<file path="src/verilog/rtc_pkg.sv">
`default_nettype none
package rtc_pkg;

	// ------------------------------------------------------------
	// register addresses on the special function register port
	// ------------------------------------------------------------
	localparam logic [7:0] ADDR_TIMEKEEPING_CONFIG = 8'hA1;
	localparam logic [7:0] ADDR_SUB_SECOND         = 8'hA2;
	localparam logic [7:0] ADDR_SECONDS            = 8'hA3;
	localparam logic [7:0] ADDR_MINUTES            = 8'hA4;
	localparam logic [7:0] ADDR_HOURS              = 8'hA5;
	localparam logic [7:0] ADDR_INTERVAL_TARGET    = 8'hA6;

	// ------------------------------------------------------------
	// timekeeping_config field positions
	// ------------------------------------------------------------
	localparam int BIT_DAY_ROLLOVER     = 7;
	localparam int BIT_HOUR_WRAP        = 6;
	localparam int BIT_BASE_HI          = 5;
	localparam int BIT_BASE_LO          = 4;
	localparam int BIT_SINGLE_SHOT      = 3;
	localparam int BIT_INTERVAL_ELAPSED = 2;
	localparam int BIT_RUN_ENABLE       = 1;
	localparam int BIT_RESERVED         = 0;

	// ------------------------------------------------------------
	// reset values
	// ------------------------------------------------------------
	localparam logic       RST_RESERVED   = 1'b1;
	localparam logic [1:0] RST_BASE       = 2'h0;
	localparam logic [7:0] RST_COUNTER    = 8'h00;
	localparam logic [7:0] RST_TARGET     = 8'h00;

	// ------------------------------------------------------------
	// interval time base codes
	// ------------------------------------------------------------
	localparam logic [1:0] BASE_SUB_SECOND = 2'h0;
	localparam logic [1:0] BASE_SECOND     = 2'h1;
	localparam logic [1:0] BASE_MINUTE     = 2'h2;
	localparam logic [1:0] BASE_HOUR       = 2'h3;

	// ------------------------------------------------------------
	// counter limits
	// ------------------------------------------------------------
	localparam logic [7:0] SUB_SECOND_LAST = 8'h7F;
	localparam logic [7:0] SIXTY_LAST      = 8'h3B;
	localparam logic [7:0] HOUR_LAST_24    = 8'h17;
	localparam logic [7:0] HOUR_LAST_256   = 8'hFF;

	// ------------------------------------------------------------
	// timing: one sub-second tick is 1/128 s
	// ------------------------------------------------------------
	localparam int CLK_PERIOD_NS  = 100;
	localparam int SUB_TICK_NS    = 7812500;
	localparam int SUB_TICK_CYCLES = SUB_TICK_NS / CLK_PERIOD_NS;

endpackage

`default_nettype wire

</file>
<file path="src/verilog/rtc_config_interval_alarm.sv">
`timescale 1ns/10ps
`default_nettype none

module rtc_config_interval_alarm #(
	parameter int SUB_TICK_CYCLES = rtc_pkg::SUB_TICK_CYCLES
) (
	input  wire logic       i_core_clk,
	input  wire logic       i_rst,
	input  wire logic       i_por,
	input  wire logic [7:0] i_sfr_addr,
	input  wire logic       i_sfr_wr,
	input  wire logic [7:0] i_sfr_wdata,
	output logic      [7:0] o_sfr_rdata,
	output logic            o_rtc_event,
	output logic            o_day_rollover,
	output logic            o_interval_elapsed
);

	// the divider wraps once per 1/128 s, giving the one-cycle tick enable
	localparam int DIV_W = $clog2(SUB_TICK_CYCLES);
	localparam logic [DIV_W-1:0] DIV_LAST = DIV_W'(SUB_TICK_CYCLES - 1);

	// ------------------------------------------------------------
	// tick divider and timekeeping chain
	// ------------------------------------------------------------
	logic [DIV_W-1:0] div_q;
	logic [DIV_W-1:0] div_d;
	logic [7:0]       sub_second_counter_q;
	logic [7:0]       sub_second_counter_d;
	logic [7:0]       sec_q;
	logic [7:0]       sec_d;
	logic [7:0]       min_q;
	logic [7:0]       min_d;
	logic [7:0]       hour_q;
	logic [7:0]       hour_d;
	logic             sub_tick;
	logic             sec_tick;
	logic             min_tick;
	logic             hour_tick;
	logic             day_wrap;
	logic [7:0]       hour_last;

	// ------------------------------------------------------------
	// configuration and interval timer state
	// ------------------------------------------------------------
	logic       day_rollover_q;
	logic       day_rollover_d;
	logic       hour_wrap_select_q;
	logic       hour_wrap_select_d;
	logic [1:0] interval_base_select_q;
	logic [1:0] interval_base_select_d;
	logic       single_shot_select_q;
	logic       single_shot_select_d;
	logic       interval_elapsed_q;
	logic       interval_elapsed_d;
	logic       interval_run_enable_q;
	logic       interval_run_enable_d;
	logic [7:0] interval_target_q;
	logic [7:0] interval_target_d;
	logic [7:0] interval_count_q;
	logic [7:0] interval_count_d;
	logic       shot_done_q;
	logic       shot_done_d;
	logic       base_tick;
	logic       interval_hit;
	logic       wr_config;
	logic       wr_target;
	logic [7:0] rdata_d;
	logic       event_d;
	logic [7:0] config_view;

	assign wr_config = i_sfr_wr && (i_sfr_addr == rtc_pkg::ADDR_TIMEKEEPING_CONFIG);

	// the wrap pulses of the divider and the sub-second, seconds and minutes counters double as the interval base ticks
	always_comb begin
		sub_tick  = (div_q == DIV_LAST);
		sec_tick  = sub_tick && (sub_second_counter_q == rtc_pkg::SUB_SECOND_LAST);
		min_tick  = sec_tick && (sec_q == rtc_pkg::SIXTY_LAST);
		hour_tick = min_tick && (min_q == rtc_pkg::SIXTY_LAST);
		hour_last = hour_wrap_select_q ? rtc_pkg::HOUR_LAST_24 : rtc_pkg::HOUR_LAST_256;
		day_wrap  = hour_tick && (hour_q == hour_last);
		div_d     = sub_tick ? '0 : div_q + DIV_W'(1);

		sub_second_counter_d = sub_second_counter_q;
		sec_d  = sec_q;
		min_d  = min_q;
		hour_d = hour_q;
		if (sub_tick) begin
			sub_second_counter_d = sec_tick ? rtc_pkg::RST_COUNTER
				: sub_second_counter_q + 8'h01;
		end
		if (sec_tick) begin
			sec_d = min_tick ? rtc_pkg::RST_COUNTER : sec_q + 8'h01;
		end
		if (min_tick) begin
			min_d = hour_tick ? rtc_pkg::RST_COUNTER : min_q + 8'h01;
		end
		if (hour_tick) begin
			hour_d = day_wrap ? rtc_pkg::RST_COUNTER : hour_q + 8'h01;
		end
	end

	// the time counters keep running through the ordinary reset
	always_ff @(posedge i_core_clk) begin
		if (i_por) begin
			div_q                <= '0;
			sub_second_counter_q <= rtc_pkg::RST_COUNTER;
			sec_q                <= rtc_pkg::RST_COUNTER;
			min_q                <= rtc_pkg::RST_COUNTER;
			hour_q               <= rtc_pkg::RST_COUNTER;
		end else begin
			div_q                <= div_d;
			sub_second_counter_q <= sub_second_counter_d;
			sec_q                <= sec_d;
			min_q                <= min_d;
			hour_q               <= hour_d;
		end
	end

	// ------------------------------------------------------------
	// interval timer
	// ------------------------------------------------------------
	always_comb begin
		unique case (interval_base_select_q)
			rtc_pkg::BASE_SUB_SECOND: base_tick = sub_tick;
			rtc_pkg::BASE_SECOND:     base_tick = sec_tick;
			rtc_pkg::BASE_MINUTE:     base_tick = min_tick;
			rtc_pkg::BASE_HOUR:       base_tick = hour_tick;
		endcase

		interval_hit     = 1'b0;
		interval_count_d = interval_count_q;
		// any configuration write re-arms a finished single shot
		shot_done_d      = shot_done_q && !wr_config;

		if (!interval_run_enable_q) begin
			interval_count_d = rtc_pkg::RST_COUNTER;
			shot_done_d      = 1'b0;
		end else if (base_tick && !shot_done_q) begin
			// the compare wraps, so a target of 0 runs the full 256 counts
			if (interval_count_q + 8'h01 == interval_target_q) begin
				interval_hit     = 1'b1;
				interval_count_d = rtc_pkg::RST_COUNTER;
				shot_done_d      = single_shot_select_q;
			end else begin
				interval_count_d = interval_count_q + 8'h01;
			end
		end
	end

	// single shot state clears with the counter so a new run starts clean
	always_ff @(posedge i_core_clk) begin
		if (i_por || i_rst) begin
			interval_count_q <= rtc_pkg::RST_COUNTER;
			shot_done_q      <= 1'b0;
		end else begin
			interval_count_q <= interval_count_d;
			shot_done_q      <= shot_done_d;
		end
	end

	// ------------------------------------------------------------
	// configuration register
	// ------------------------------------------------------------
	assign wr_target = i_sfr_wr && (i_sfr_addr == rtc_pkg::ADDR_INTERVAL_TARGET);

	// the time counters ignore writes: their unlock path lies outside this block
	always_comb begin
		hour_wrap_select_d     = hour_wrap_select_q;
		interval_base_select_d = interval_base_select_q;
		single_shot_select_d   = single_shot_select_q;
		interval_run_enable_d  = interval_run_enable_q;
		interval_target_d      = interval_target_q;
		if (wr_config) begin
			hour_wrap_select_d     = i_sfr_wdata[rtc_pkg::BIT_HOUR_WRAP];
			interval_base_select_d = i_sfr_wdata[rtc_pkg::BIT_BASE_HI:rtc_pkg::BIT_BASE_LO];
			single_shot_select_d   = i_sfr_wdata[rtc_pkg::BIT_SINGLE_SHOT];
			interval_run_enable_d  = i_sfr_wdata[rtc_pkg::BIT_RUN_ENABLE];
		end
		if (wr_target) begin
			interval_target_d = i_sfr_wdata;
		end
	end

	// bit 0 is reserved: its written value is dropped and it always reads 1
	always_ff @(posedge i_core_clk) begin
		if (i_por || i_rst) begin
			interval_base_select_q <= rtc_pkg::RST_BASE;
			single_shot_select_q   <= 1'b0;
			interval_run_enable_q  <= 1'b0;
			interval_target_q      <= rtc_pkg::RST_TARGET;
		end else begin
			interval_base_select_q <= interval_base_select_d;
			single_shot_select_q   <= single_shot_select_d;
			interval_run_enable_q  <= interval_run_enable_d;
			interval_target_q      <= interval_target_d;
		end
	end

	// hour wrap select is kept through the ordinary reset
	// so a watchdog or pin reset never changes how far the hours run
	always_ff @(posedge i_core_clk) begin
		if (i_por) begin
			hour_wrap_select_q <= 1'b0;
		end else if (!i_rst) begin
			hour_wrap_select_q <= hour_wrap_select_d;
		end
	end

	// ------------------------------------------------------------
	// event flags
	// ------------------------------------------------------------
	always_comb begin
		day_rollover_d     = day_rollover_q;
		interval_elapsed_d = interval_elapsed_q;
		if (wr_config && !i_sfr_wdata[rtc_pkg::BIT_DAY_ROLLOVER]) begin
			day_rollover_d = 1'b0;
		end
		if (wr_config && !i_sfr_wdata[rtc_pkg::BIT_INTERVAL_ELAPSED]) begin
			interval_elapsed_d = 1'b0;
		end
		// a hardware set wins over a clearing write in the same cycle
		if (day_wrap) begin
			day_rollover_d = 1'b1;
		end
		if (interval_hit) begin
			interval_elapsed_d = 1'b1;
		end
		// the event pulses on every hit, even while the flag is still high
		event_d = day_wrap || interval_hit;
	end

	// neither flag survives the ordinary reset
	always_ff @(posedge i_core_clk) begin
		if (i_por || i_rst) begin
			day_rollover_q     <= 1'b0;
			interval_elapsed_q <= 1'b0;
		end else begin
			day_rollover_q     <= day_rollover_d;
			interval_elapsed_q <= interval_elapsed_d;
		end
	end

	// ------------------------------------------------------------
	// readback
	// ------------------------------------------------------------
	// reads have no strobe: the data follows the address one cycle later
	always_comb begin
		config_view = {day_rollover_q, hour_wrap_select_q, interval_base_select_q,
			single_shot_select_q, interval_elapsed_q, interval_run_enable_q,
			rtc_pkg::RST_RESERVED};
		unique case (i_sfr_addr)
			rtc_pkg::ADDR_TIMEKEEPING_CONFIG: rdata_d = config_view;
			rtc_pkg::ADDR_SUB_SECOND:         rdata_d = sub_second_counter_q;
			rtc_pkg::ADDR_SECONDS:            rdata_d = sec_q;
			rtc_pkg::ADDR_MINUTES:            rdata_d = min_q;
			rtc_pkg::ADDR_HOURS:              rdata_d = hour_q;
			rtc_pkg::ADDR_INTERVAL_TARGET:    rdata_d = interval_target_q;
			default:                          rdata_d = 8'h00;
		endcase
	end

	// ------------------------------------------------------------
	// registered outputs
	// ------------------------------------------------------------
	// the flag outputs take the next value so they line up with the register bits
	always_ff @(posedge i_core_clk) begin
		if (i_por || i_rst) begin
			o_sfr_rdata        <= 8'h00;
			o_rtc_event        <= 1'b0;
			o_day_rollover     <= 1'b0;
			o_interval_elapsed <= 1'b0;
		end else begin
			o_sfr_rdata        <= rdata_d;
			o_rtc_event        <= event_d;
			o_day_rollover     <= day_rollover_d;
			o_interval_elapsed <= interval_elapsed_d;
		end
	end

endmodule

`default_nettype wire

</file>
<file path="config.mk">
export PLATFORM = sky130hd
export DESIGN_NAME = rtc_config_interval_alarm
export DESIGN_NICKNAME = d
export VERILOG_FILES = /design/src/verilog/rtc_pkg.sv /design/src/verilog/rtc_config_interval_alarm.sv
export SDC_FILE = /design/constraint.sdc
export NUM_CORES = 1
export LEC_CHECK = 0
export BUFFER_PORTS_ARGS = -buffer_cell sky130_fd_sc_hd__buf_2
export CORE_ASPECT_RATIO = 1.2
export CORE_MARGIN = 2
export CORE_UTILIZATION = 65
export CTS_BUF_LIST = sky130_fd_sc_hd__clkbuf_4
export CTS_CLUSTER_SIZE = 24
export DETAILED_ROUTE_END_ITERATION = 10
export GPL_ROUTABILITY_DRIVEN = 0
export PLACE_DENSITY = 0.86
export SETUP_SLACK_MARGIN = 0.15
export SLEW_MARGIN = 20
export SYNTH_ARGS = -nofsm -noshare
export SYNTH_HDL_FRONTEND = slang
export SYNTH_SLANG_ARGS = --single-unit
</file>
<file path="constraint.sdc">
create_clock -name i_core_clk -period 6.3 [get_ports i_core_clk]
set_clock_uncertainty 0.1 [all_clocks]
set_input_delay 1.26 -clock i_core_clk [delete_from_list [all_inputs] [get_ports i_core_clk]]
set_output_delay 1.26 -clock i_core_clk [all_outputs]
set_load 0.05 [all_outputs]
</file>
==> reports/metrics.cfg, run 1 <==
[floorplan]
core-area_sq_um = 6130
die_y_um = 91.7
initial_core_util_pct = 67.9
die_x_um = 77.1
io_pins = 31
row_count = 31
dieArea_sq_um = 7060

[global_route]
antenna_found_initial = 0
grt_pass1_wl_um = 16400
grt_max_degree = 26
grt_usage_pct = 28.7
overflow = 0
grt_pass1_vias = 3567

[pwr]
power_density_nw_per_um2 = 202
p_leak_nw = 1.71
vdd_drop_max_mv = 0.167

[critical_path]
crit_chain = or4b_1, or4_1, a2111o_1, nand3_1, o22ai_1, a31o_2
crit_arrival_ns = 3.25
cp_max_fo = 8
slowest_stage = or4_1
required_ns = 6.55
crit_type = flop to flop
max_stage_delay_ns = 0.69
critPathCaptureType = flop
rr_startpoint = div_q[10]$_SDFF_PP0_
startpoint_type = flop
startpoint = div_q[10]$_SDFF_PP0_

[drt]
drt_iter0_drc = 396
wl_per_cell_um = 16.3
drc = 0
drt_pre_antenna_iters = 5
postRouteAntennaNets = 0
wl_um = 9850
avgViaCountPerCell = 6.24
routed-via-count = 3778

[timing]
tightest_slew_ns = 1.10
max_freq_mhz = 333
hold_viol_final = 0
layout_min_cycle_time_ns = 3.00
setup_tns_ns = 0
holdWs_ns = 0.414
maxSlewViolCount = 0
slew_headroom_pct = 26.1
setup_viol = 0
fin_crit_sh_pct = 47.6
rsz0062_at_grt = no

[hold_path]
min_path_type = flop to flop
hp-start = div_q[16]$_SDFF_PP0_

[final_layout]
syn_to_final_growth_pct = 8.17
stdcell_count = 605
fillers = 505
multiInputGateArea_sq_um = 2370
fin_nets = 545
register_area_sq_um = 1640
n_antenna_cell = 0
drive_above_1_share_pct = 11.5

[clocking]
hold_buffers = 0
htreeDepth = 3
path_clk_slew_ns = 0.13
cts_root_buffer = clkbuf_4
cts_tree = done
cts_resized = 0
cts_max_path_buffers = 2
cts_buffers = 9
cts_setup_buffers = 0
clock_latency_ns = 0.45
clock-sinks = 82

[logic_synthesis]
yosysSeqAreaShare_pct = 39.4
yosysWarningCount = 0
synth_cell_type_count = 53
syn_area_sq_um = 4160
synth_fp_nets = 526
postSynthCellCount = 499
synth_edf_count = 0
synth_ff_type = dfxtp_1
ys_async_sr_fraction_pct = 0
synth_seq_cells = 82
avgSynthCellArea_sq_um = 8.34

[place]
io_buffers = 30
dp_cells = 589
dp_hpwl_um = 7240

[flow_run]
drv_cap = 0

[run_status]
status = finished, final reports clean

[cells in the mapped netlist (3+ instances only)]
| cell type | number | share of area (%) |
|---|---|---|
| a21oi_1 | 15 | 1.8 |
| a222oi_1 | 7 | 1.7 |
| and2_1 | 7 | 1.1 |
| and3_1 | 8 | 1.2 |
| and4_1 | 6 | 1.3 |
| clkbuf_1 | 20 | 1.8 |
| dfxtp_1 | 82 | 39 |
| ha_1 | 7 | 2.1 |
| inv_1 | 17 | 1.5 |
| mux2_2 | 5 | 1.4 |
| mux2i_1 | 25 | 6.0 |
| nand2_1 | 32 | 2.9 |
| nand2b_1 | 3 | 0.45 |
| nand3_1 | 31 | 3.7 |
| nand4_1 | 14 | 2.1 |
| nand4b_1 | 3 | 0.63 |
| nor2_1 | 80 | 7.2 |
| nor3_1 | 17 | 2.0 |
| nor4_1 | 3 | 0.45 |
| o21ai_0 | 21 | 2.5 |
| o22ai_1 | 4 | 0.60 |
| or3_1 | 8 | 1.2 |
| or4_1 | 5 | 0.90 |
| xnor2_1 | 22 | 4.6 |
| xor2_1 | 23 | 4.8 |
[power breakdown]
group / switching, W / internal, W
Sequential: 0.00000212 / 0.000520
Clock: 0.000195 / 0.000164
Combinational: 0.0000175 / 0.00000935
Total: 0.000214 / 0.000694
[stage by stage]
step           power [W]  utilization, %  setup WS, ns  cell area [sq um]
3_3_place_gp    0.000559            70.7          3.12               4340
6_report        0.000908            73.5          3.30               4500
4_1_cts         0.000912            73.5          3.34               4500
5_1_grt         0.000935            73.5          3.20               4500
2_1_floorplan   0.000550               -          3.37               4160
3_5_place_dp    0.000560            70.7          3.05               4340
[registers in the layout, indices dropped and copies added (netlist names)]
name,flops
sub_second_counter_q,8
o_rtc_event,1
hour_wrap_select_q,1
interval_target_q,8
shot_done_q,1
o_interval_elapsed,1
single_shot_select_q,1
interval_count_q,8
div_q,17
o_day_rollover,1
o_sfr_rdata,8
interval_run_enable_q,1
hour_q,8
interval_base_select_q,2
min_q,8
sec_q,8
[worst paths after layout]
check	to	slack, ns	depth (start not counted)
worst min-delay path	div_q[16]$_SDFF_PP0_	0.41	2
worst min register to register	div_q[16]$_SDFF_PP0_	0.41	2
worst max register to register	interval_count_q[4]$_SDFFE_PP0N_	3.30	6
worst max-delay path	interval_count_q[4]$_SDFFE_PP0N_	3.30	6
[area by class of cell]
type	instances	area share, %
Clock buffer	9	1.50
Clock inverter	7	2.25
Inverter	17	1.42
Multi-Input combinational cell	377	52.6
Sequential cell	82	36.4
Tap cell	82	2.28
Timing Repair Buffer	31	3.50
[cells by family (layout without fill, tap and decap cells)]
kind of cell               after synthesis  count (layout)  share of synthesized area [%]
AOI/OAI and AO/OA                       66              66                           10.6
and+or+nand+nor                        229             229                           27.4
DFF                                     82              82                           39.4
xor gates and xnor gates                45              45                           9.46
buffers and inverters                   40              64                           3.67
muxes                                   30              30                           7.36
adders and majority gates                7               7                           2.10
[per-layer routing]
metal	track usage [%]	part of all wire [%]	up-vias
met5	0	0	-
met1	35.1	41	1786
met2	49.6	49	164
met4	13.4	2.6	0
li1	-	-	1804
met3	4.43	6.9	24
[layout by cell type (no fill, tap or decap), types with 21 or more instances in the layout]
cell and n:
dfxtp_1 82, nor2_1 80, nand2_1 32, nand3_1 31
buf_2 30, mux2i_1 25, xor2_1 23, xnor2_1 22
o21ai_0 21
[worst max-delay path, delay by kind of cell, from the launching register on]
| family | cells | cell delay, ns |
|---|---|---|
| flip-flops | 1 | 0.37 |
| AO/OA/AOI/OAI | 3 | 0.98 |
| AND/OR/NAND/NOR | 3 | 1.46 |
Power figures use the tool's default switching activity.
==> inputs of run 2 (changes only) <==
--- a/config.mk
+++ b/config.mk
@@ -8,12 +8,12 @@
 export BUFFER_PORTS_ARGS = -buffer_cell sky130_fd_sc_hd__buf_2
 export CORE_ASPECT_RATIO = 1.2
 export CORE_MARGIN = 2
-export CORE_UTILIZATION = 65
+export CORE_UTILIZATION = 62
 export CTS_BUF_LIST = sky130_fd_sc_hd__clkbuf_4
 export CTS_CLUSTER_SIZE = 24
 export DETAILED_ROUTE_END_ITERATION = 10
 export GPL_ROUTABILITY_DRIVEN = 0
-export PLACE_DENSITY = 0.86
+export PLACE_DENSITY = 0.83
 export SETUP_SLACK_MARGIN = 0.15
 export SLEW_MARGIN = 20
 export SYNTH_ARGS = -nofsm -noshare
==> constraint.sdc (replaced) <==
create_clock -name i_core_clk -period 3.1 [get_ports i_core_clk]
set_clock_uncertainty 0.1 [all_clocks]
set_input_delay 0.62 -clock i_core_clk [delete_from_list [all_inputs] [get_ports i_core_clk]]
set_output_delay 0.62 -clock i_core_clk [all_outputs]
set_load 0.05 [all_outputs]
==> run 2 against run 1 <==
Cell area is 0.14% higher. Critical path depth is 1 higher. Fmax is 7.6% higher. Non-clock buffer count is 5 higher. Register-to-register slack worse by 3.0 ns. Highest routed layer unchanged.
==> reports/metrics.cfg, run 2 (synthesis results as in run 1) <==
[drt]
drc = 0
postRouteAntennaNets = 0
avgViaCountPerCell = 6.10
wl_um = 9800
drt_pre_antenna_iters = 6
drt_iter0_drc = 273
routed-via-count = 3732
wl_per_cell_um = 16.0

[pwr]
power_density_nw_per_um2 = 380
p_leak_nw = 1.72
vdd_drop_max_mv = 0.244

[clocking]
cts_root_buffer = clkbuf_4
clock_latency_ns = 0.43
cts_max_path_buffers = 2
htreeDepth = 3
cts_setup_buffers = 0
cts_resized = 0
path_clk_slew_ns = 0.13
cts_buffers = 9
hold_buffers = 0
clock-sinks = 82
cts_tree = done

[hold_path]
holdPathStages = 3
whs_endpoint = interval_target_q[0]$_SDFFE_PP0P_
hp-start = i_sfr_wdata[0]
min_path_type = primary input to flop

[final_layout]
fillers = 531
largest_reg_flops = 17
utilization_pct = 70.0
stdcell_area_sq_um = 4510
register_area_sq_um = 1640
n_antenna_cell = 0
drive_above_1_share_pct = 12.1
syn_to_final_growth_pct = 8.32
final_common_cell = dfxtp_1
largest_register = div_q
fin_nets = 550
layout_common_cells = dfxtp_1 (82), nor2_1 (80), nand2_1 (32)
multiInputGateArea_sq_um = 2370

[critical_path]
required_ns = 3.33
critPathCaptureType = flop
reg2regPathDepth = 7
cp_max_fo = 7
cp_num_cells = 7
crit_arrival_ns = 3.02
startpoint_type = flop
reg2reg_to = hour_q[6]$_SDFFE_PP0N_
rrSetupSlack_ns = 0.31
crit_chain = or4b_1, or4_1, buf_4, nor3_1, nand4_1, nand2b_2, nor2_1
rr_startpoint = div_q[10]$_SDFF_PP0_
max_stage_delay_ns = 0.55
slowest_stage = or4b_1
crit_family = simple AND/OR/NAND/NOR gates
cp_num_buf_inv = 1
crit_type = flop to flop

[timing]
fin_crit_sh_pct = 90.0
holdWs_ns = 0.327
slew_headroom_pct = 58.8
setup_tns_ns = 0
postLayoutSetupSlackWorst_ns = 0.311
rsz0062_at_grt = no
tightest_slew_ns = 0.618
hold_viol_final = 0
max_freq_mhz = 359
layout_min_cycle_time_ns = 2.79
setup_viol = 0
maxSlewViolCount = 0

[floorplan]
core-area_sq_um = 6450
die_y_um = 93.8
row_count = 32
io_pins = 31
die_x_um = 78.8
initial_core_util_pct = 64.6
dieArea_sq_um = 7390

[global_route]
grt_usage_pct = 28.1
grt_max_degree = 24
antenna_found_initial = 0
grt_pass1_wl_um = 16500
grt_pass1_vias = 3550
overflow = 0

[flow_run]
drv_cap = 0

[place]
place_ws_ns = 0.371
io_buffers = 30
dp_hpwl_um = 7280
placed_cell_area_sq_um = 4380

[run_status]
status = finished, final reports clean

## run 2: changes by cell type in the layout (fill, tap and decap cells not counted)
cell and change:
clkinv_1 +1, clkinvlp_4 +1, clkbuf_4 +1, bufinv_16 -1
inv_6 -2, buf_4 +5, clkinv_4 -1, nand2b_1 -1
nand2b_2 +1
## run 2: metal layers
layer,GRT usage (%),share of wire (%)
met4,13.1,3.0
met5,0,0
met1,35.2,42
met2,47.2,49
met3,4.62,5.7
## run 2: layout make-up
| cell class | count | share of cell area, % |
|---|---|---|
| Sequential cell | 82 | 36.4 |
| Timing Repair Buffer | 36 | 4.33 |
| Clock buffer | 10 | 1.66 |
| Inverter | 17 | 1.41 |
| Tap cell | 85 | 2.36 |
| Clock inverter | 5 | 1.25 |
| Multi-Input combinational cell | 377 | 52.6 |
## run 2: worst max-delay path by stage
stage,startpoint,end,slack [ns]
after floorplan,div_q[10]$_SDFF_PP0_,interval_count_q[7]$_SDFFE_PP0N_,0.46
after global placement,div_q[10]$_SDFF_PP0_,hour_q[4]$_SDFFE_PP0N_,0.45
after detailed placement,div_q[10]$_SDFF_PP0_,hour_q[6]$_SDFFE_PP0N_,0.37
after CTS,div_q[10]$_SDFF_PP0_,hour_q[6]$_SDFFE_PP0N_,0.27
after global routing,div_q[10]$_SDFF_PP0_,hour_q[7]$_SDFFE_PP0N_,0.15
final,div_q[10]$_SDFF_PP0_,hour_q[6]$_SDFFE_PP0N_,0.31
## run 2: tightest hold or removal path, cell delays in order
cell	delay (ns)
buf_2	0.08
mux2i_1	0.06
nor2_1	0.08
## run 2: power breakdown
group          internal, W  switching [W]
combinational    0.0000212      0.0000367
sequential         0.00106     0.00000413
clock             0.000248       0.000349
## run 2: metrics by stage
step                total power (W)  std cells
finish                      0.00172        612
global route                0.00178        612
CTS                         0.00173        612
global placement            0.00114        597
detailed placement          0.00114        597
floorplan                   0.00112        499
==> inputs of run 3 (changes only) <==
--- a/config.mk
+++ b/config.mk
@@ -14,7 +14,9 @@
 export DETAILED_ROUTE_END_ITERATION = 10
 export GPL_ROUTABILITY_DRIVEN = 0
 export PLACE_DENSITY = 0.83
+export REMOVE_ABC_BUFFERS = 1
 export SETUP_SLACK_MARGIN = 0.15
+export SKIP_CTS_REPAIR_TIMING = 1
 export SLEW_MARGIN = 20
 export SYNTH_ARGS = -nofsm -noshare
 export SYNTH_HDL_FRONTEND = slang
==> run 3 against run 2 <==
Sequential power is essentially flat. Critical endpoint unchanged. Sequential cell count did not move. Count of clock-buffer cells in the layout down 1. Sequential share of layout area shrank 0.15 points. Fmax up 0.38%.
==> reports/metrics.cfg, run 3 (synthesis results as in run 1) <==
[timing]
max_freq_mhz = 360
setup_tns_ns = 0
tightest_slew_ns = 0.558
postLayoutSetupSlackWorst_ns = 0.322
holdWs_ns = 0.325
setup_viol = 0
slew_headroom_pct = 62.7
fin_crit_sh_pct = 89.6
rsz0062_at_grt = no
layout_min_cycle_time_ns = 2.78
maxSlewViolCount = 0
hold_viol_final = 0

[clocking]
clock-sinks = 82
htreeDepth = 3
cts_root_buffer = clkbuf_4
cts_tree = done
clock_latency_ns = 0.43
cts_buffers = 9
path_clk_slew_ns = 0.15
cts_max_path_buffers = 2

[place]
dp_hpwl_um = 7430
placed_cell_area_sq_um = 4390
io_buffers = 30
place_ws_ns = 0.365

[final_layout]
layout_common_cells = dfxtp_1 (82), nor2_1 (80), nand2_1 (32)
drive_above_1_share_pct = 12.3
fin_nets = 552
syn_to_final_growth_pct = 8.77
utilization_pct = 70.3
stdcell_area_sq_um = 4530
n_antenna_cell = 0
largest_register = div_q
largest_reg_flops = 17
fillers = 542
final_common_cell = dfxtp_1

[critical_path]
required_ns = 3.33
crit_type = flop to flop
crit_end = hour_q[6]$_SDFFE_PP0N_
crit_arrival_ns = 3.00
startpoint = div_q[10]$_SDFF_PP0_
critPathCaptureType = flop
rr_startpoint = div_q[10]$_SDFF_PP0_
reg2reg_to = hour_q[6]$_SDFFE_PP0N_
reg2regPathDepth = 7
cp_max_fo = 7
rrSetupSlack_ns = 0.32
startpoint_type = flop

[global_route]
grt_max_degree = 25
grt_pass1_vias = 3578
overflow = 0
grt_pass1_wl_um = 16500
grt_usage_pct = 28.4
antenna_found_initial = 0

[drt]
wl_um = 9950
avgViaCountPerCell = 6.08
drt_iter0_drc = 392
wl_per_cell_um = 16.2
routed-via-count = 3740
drt_pre_antenna_iters = 6
drc = 0
postRouteAntennaNets = 0

[floorplan]
io_pins = 31
die_y_um = 93.8
initial_core_util_pct = 64.6
die_x_um = 78.8
core-area_sq_um = 6450
dieArea_sq_um = 7390
row_count = 32

[flow_run]
drv_cap = 0

[pwr]
p_comb_share_pct = 3.3
vdd_drop_max_mv = 0.336
p_seq_share_pct = 60.9
p_int_w = 0.00132
p_leak_nw = 1.73
swShare_pct = 24.1
switchingPower_w = 0.000420
power_density_nw_per_um2 = 384
power_frac_clock_pct = 35.7

[run_status]
status = finished, final reports clean

[hold_path]
min_path_type = primary input to flop

==> run 3: changes by cell type in the layout (fill, tap and decap cells not counted) <==
cell,previous run,this run
clkinvlp_4,3,2
clkinv_1,1,2
nand2b_1,2,3
clkbuf_4,10,9
nand2b_2,1,0
buf_4,6,8
clkinv_4,0,2
==> run 3: how the worst min path moves through the flow <==
stage	from	cells past startpoint	endpoint	slack, ns
2_1_floorplan	div_q[0]$_SDFF_PP0_	1	div_q[0]$_SDFF_PP0_	0.35
3_3_place_gp	div_q[0]$_SDFF_PP0_	1	div_q[0]$_SDFF_PP0_	0.37
3_5_place_dp	div_q[0]$_SDFF_PP0_	1	div_q[0]$_SDFF_PP0_	0.39
4_1_cts	i_sfr_wdata[6]	3	hour_wrap_select_q$_SDFFE_PP0P_	0.32
5_1_grt	i_sfr_wdata[6]	3	interval_target_q[6]$_SDFFE_PP0P_	0.33
6_report	i_sfr_wdata[0]	3	interval_target_q[0]$_SDFFE_PP0P_	0.32
==> run 3: cell type report <==
cell class	count	area, sq um	share of cell area [%]
Clock inverter	7	70.1	1.55
Inverter	17	63.8	1.41
Clock buffer	9	67.6	1.49
Tap cell	85	106	2.35
Sequential cell	82	1640	36.2
Timing Repair Buffer	38	210	4.64
Multi-Input combinational cell	377	2370	52.3
==> run 3: power groups by stage <==
stage                     registers, W  clock network (W)  logic [W]
after floorplan                0.00108                  0  0.0000236
after global placement         0.00108                  0  0.0000556
after detailed placement       0.00108                  0  0.0000572
after CTS                      0.00106           0.000630  0.0000574
after global routing           0.00106           0.000675  0.0000648
final                          0.00106           0.000622  0.0000580
==> run 3: layer usage <==
layer	vias up	global-route usage [%]	part of all wire, %
met3	27	4.42	5.6
li1	1816	-	-
met1	1743	36.1	42
met4	0	10.5	2.5
met2	154	48.6	50
met5	-	0	0
==> run 3: critical path, stage by stage (launching register included) <==
cell and delay (ns):
dfxtp_1 0.36, or4b_1 0.55, or4_1 0.55, buf_4 0.18
nor3_1 0.33, nand4_1 0.26, nand2b_1 0.26, nor2_1 0.08
==> run 3: metrics by stage <==
step	total power [W]	std cells
6_report	0.00174	615
5_1_grt	0.00180	615
4_1_cts	0.00175	615
3_5_place_dp	0.00114	599
3_3_place_gp	0.00114	599
2_1_floorplan	0.00111	476
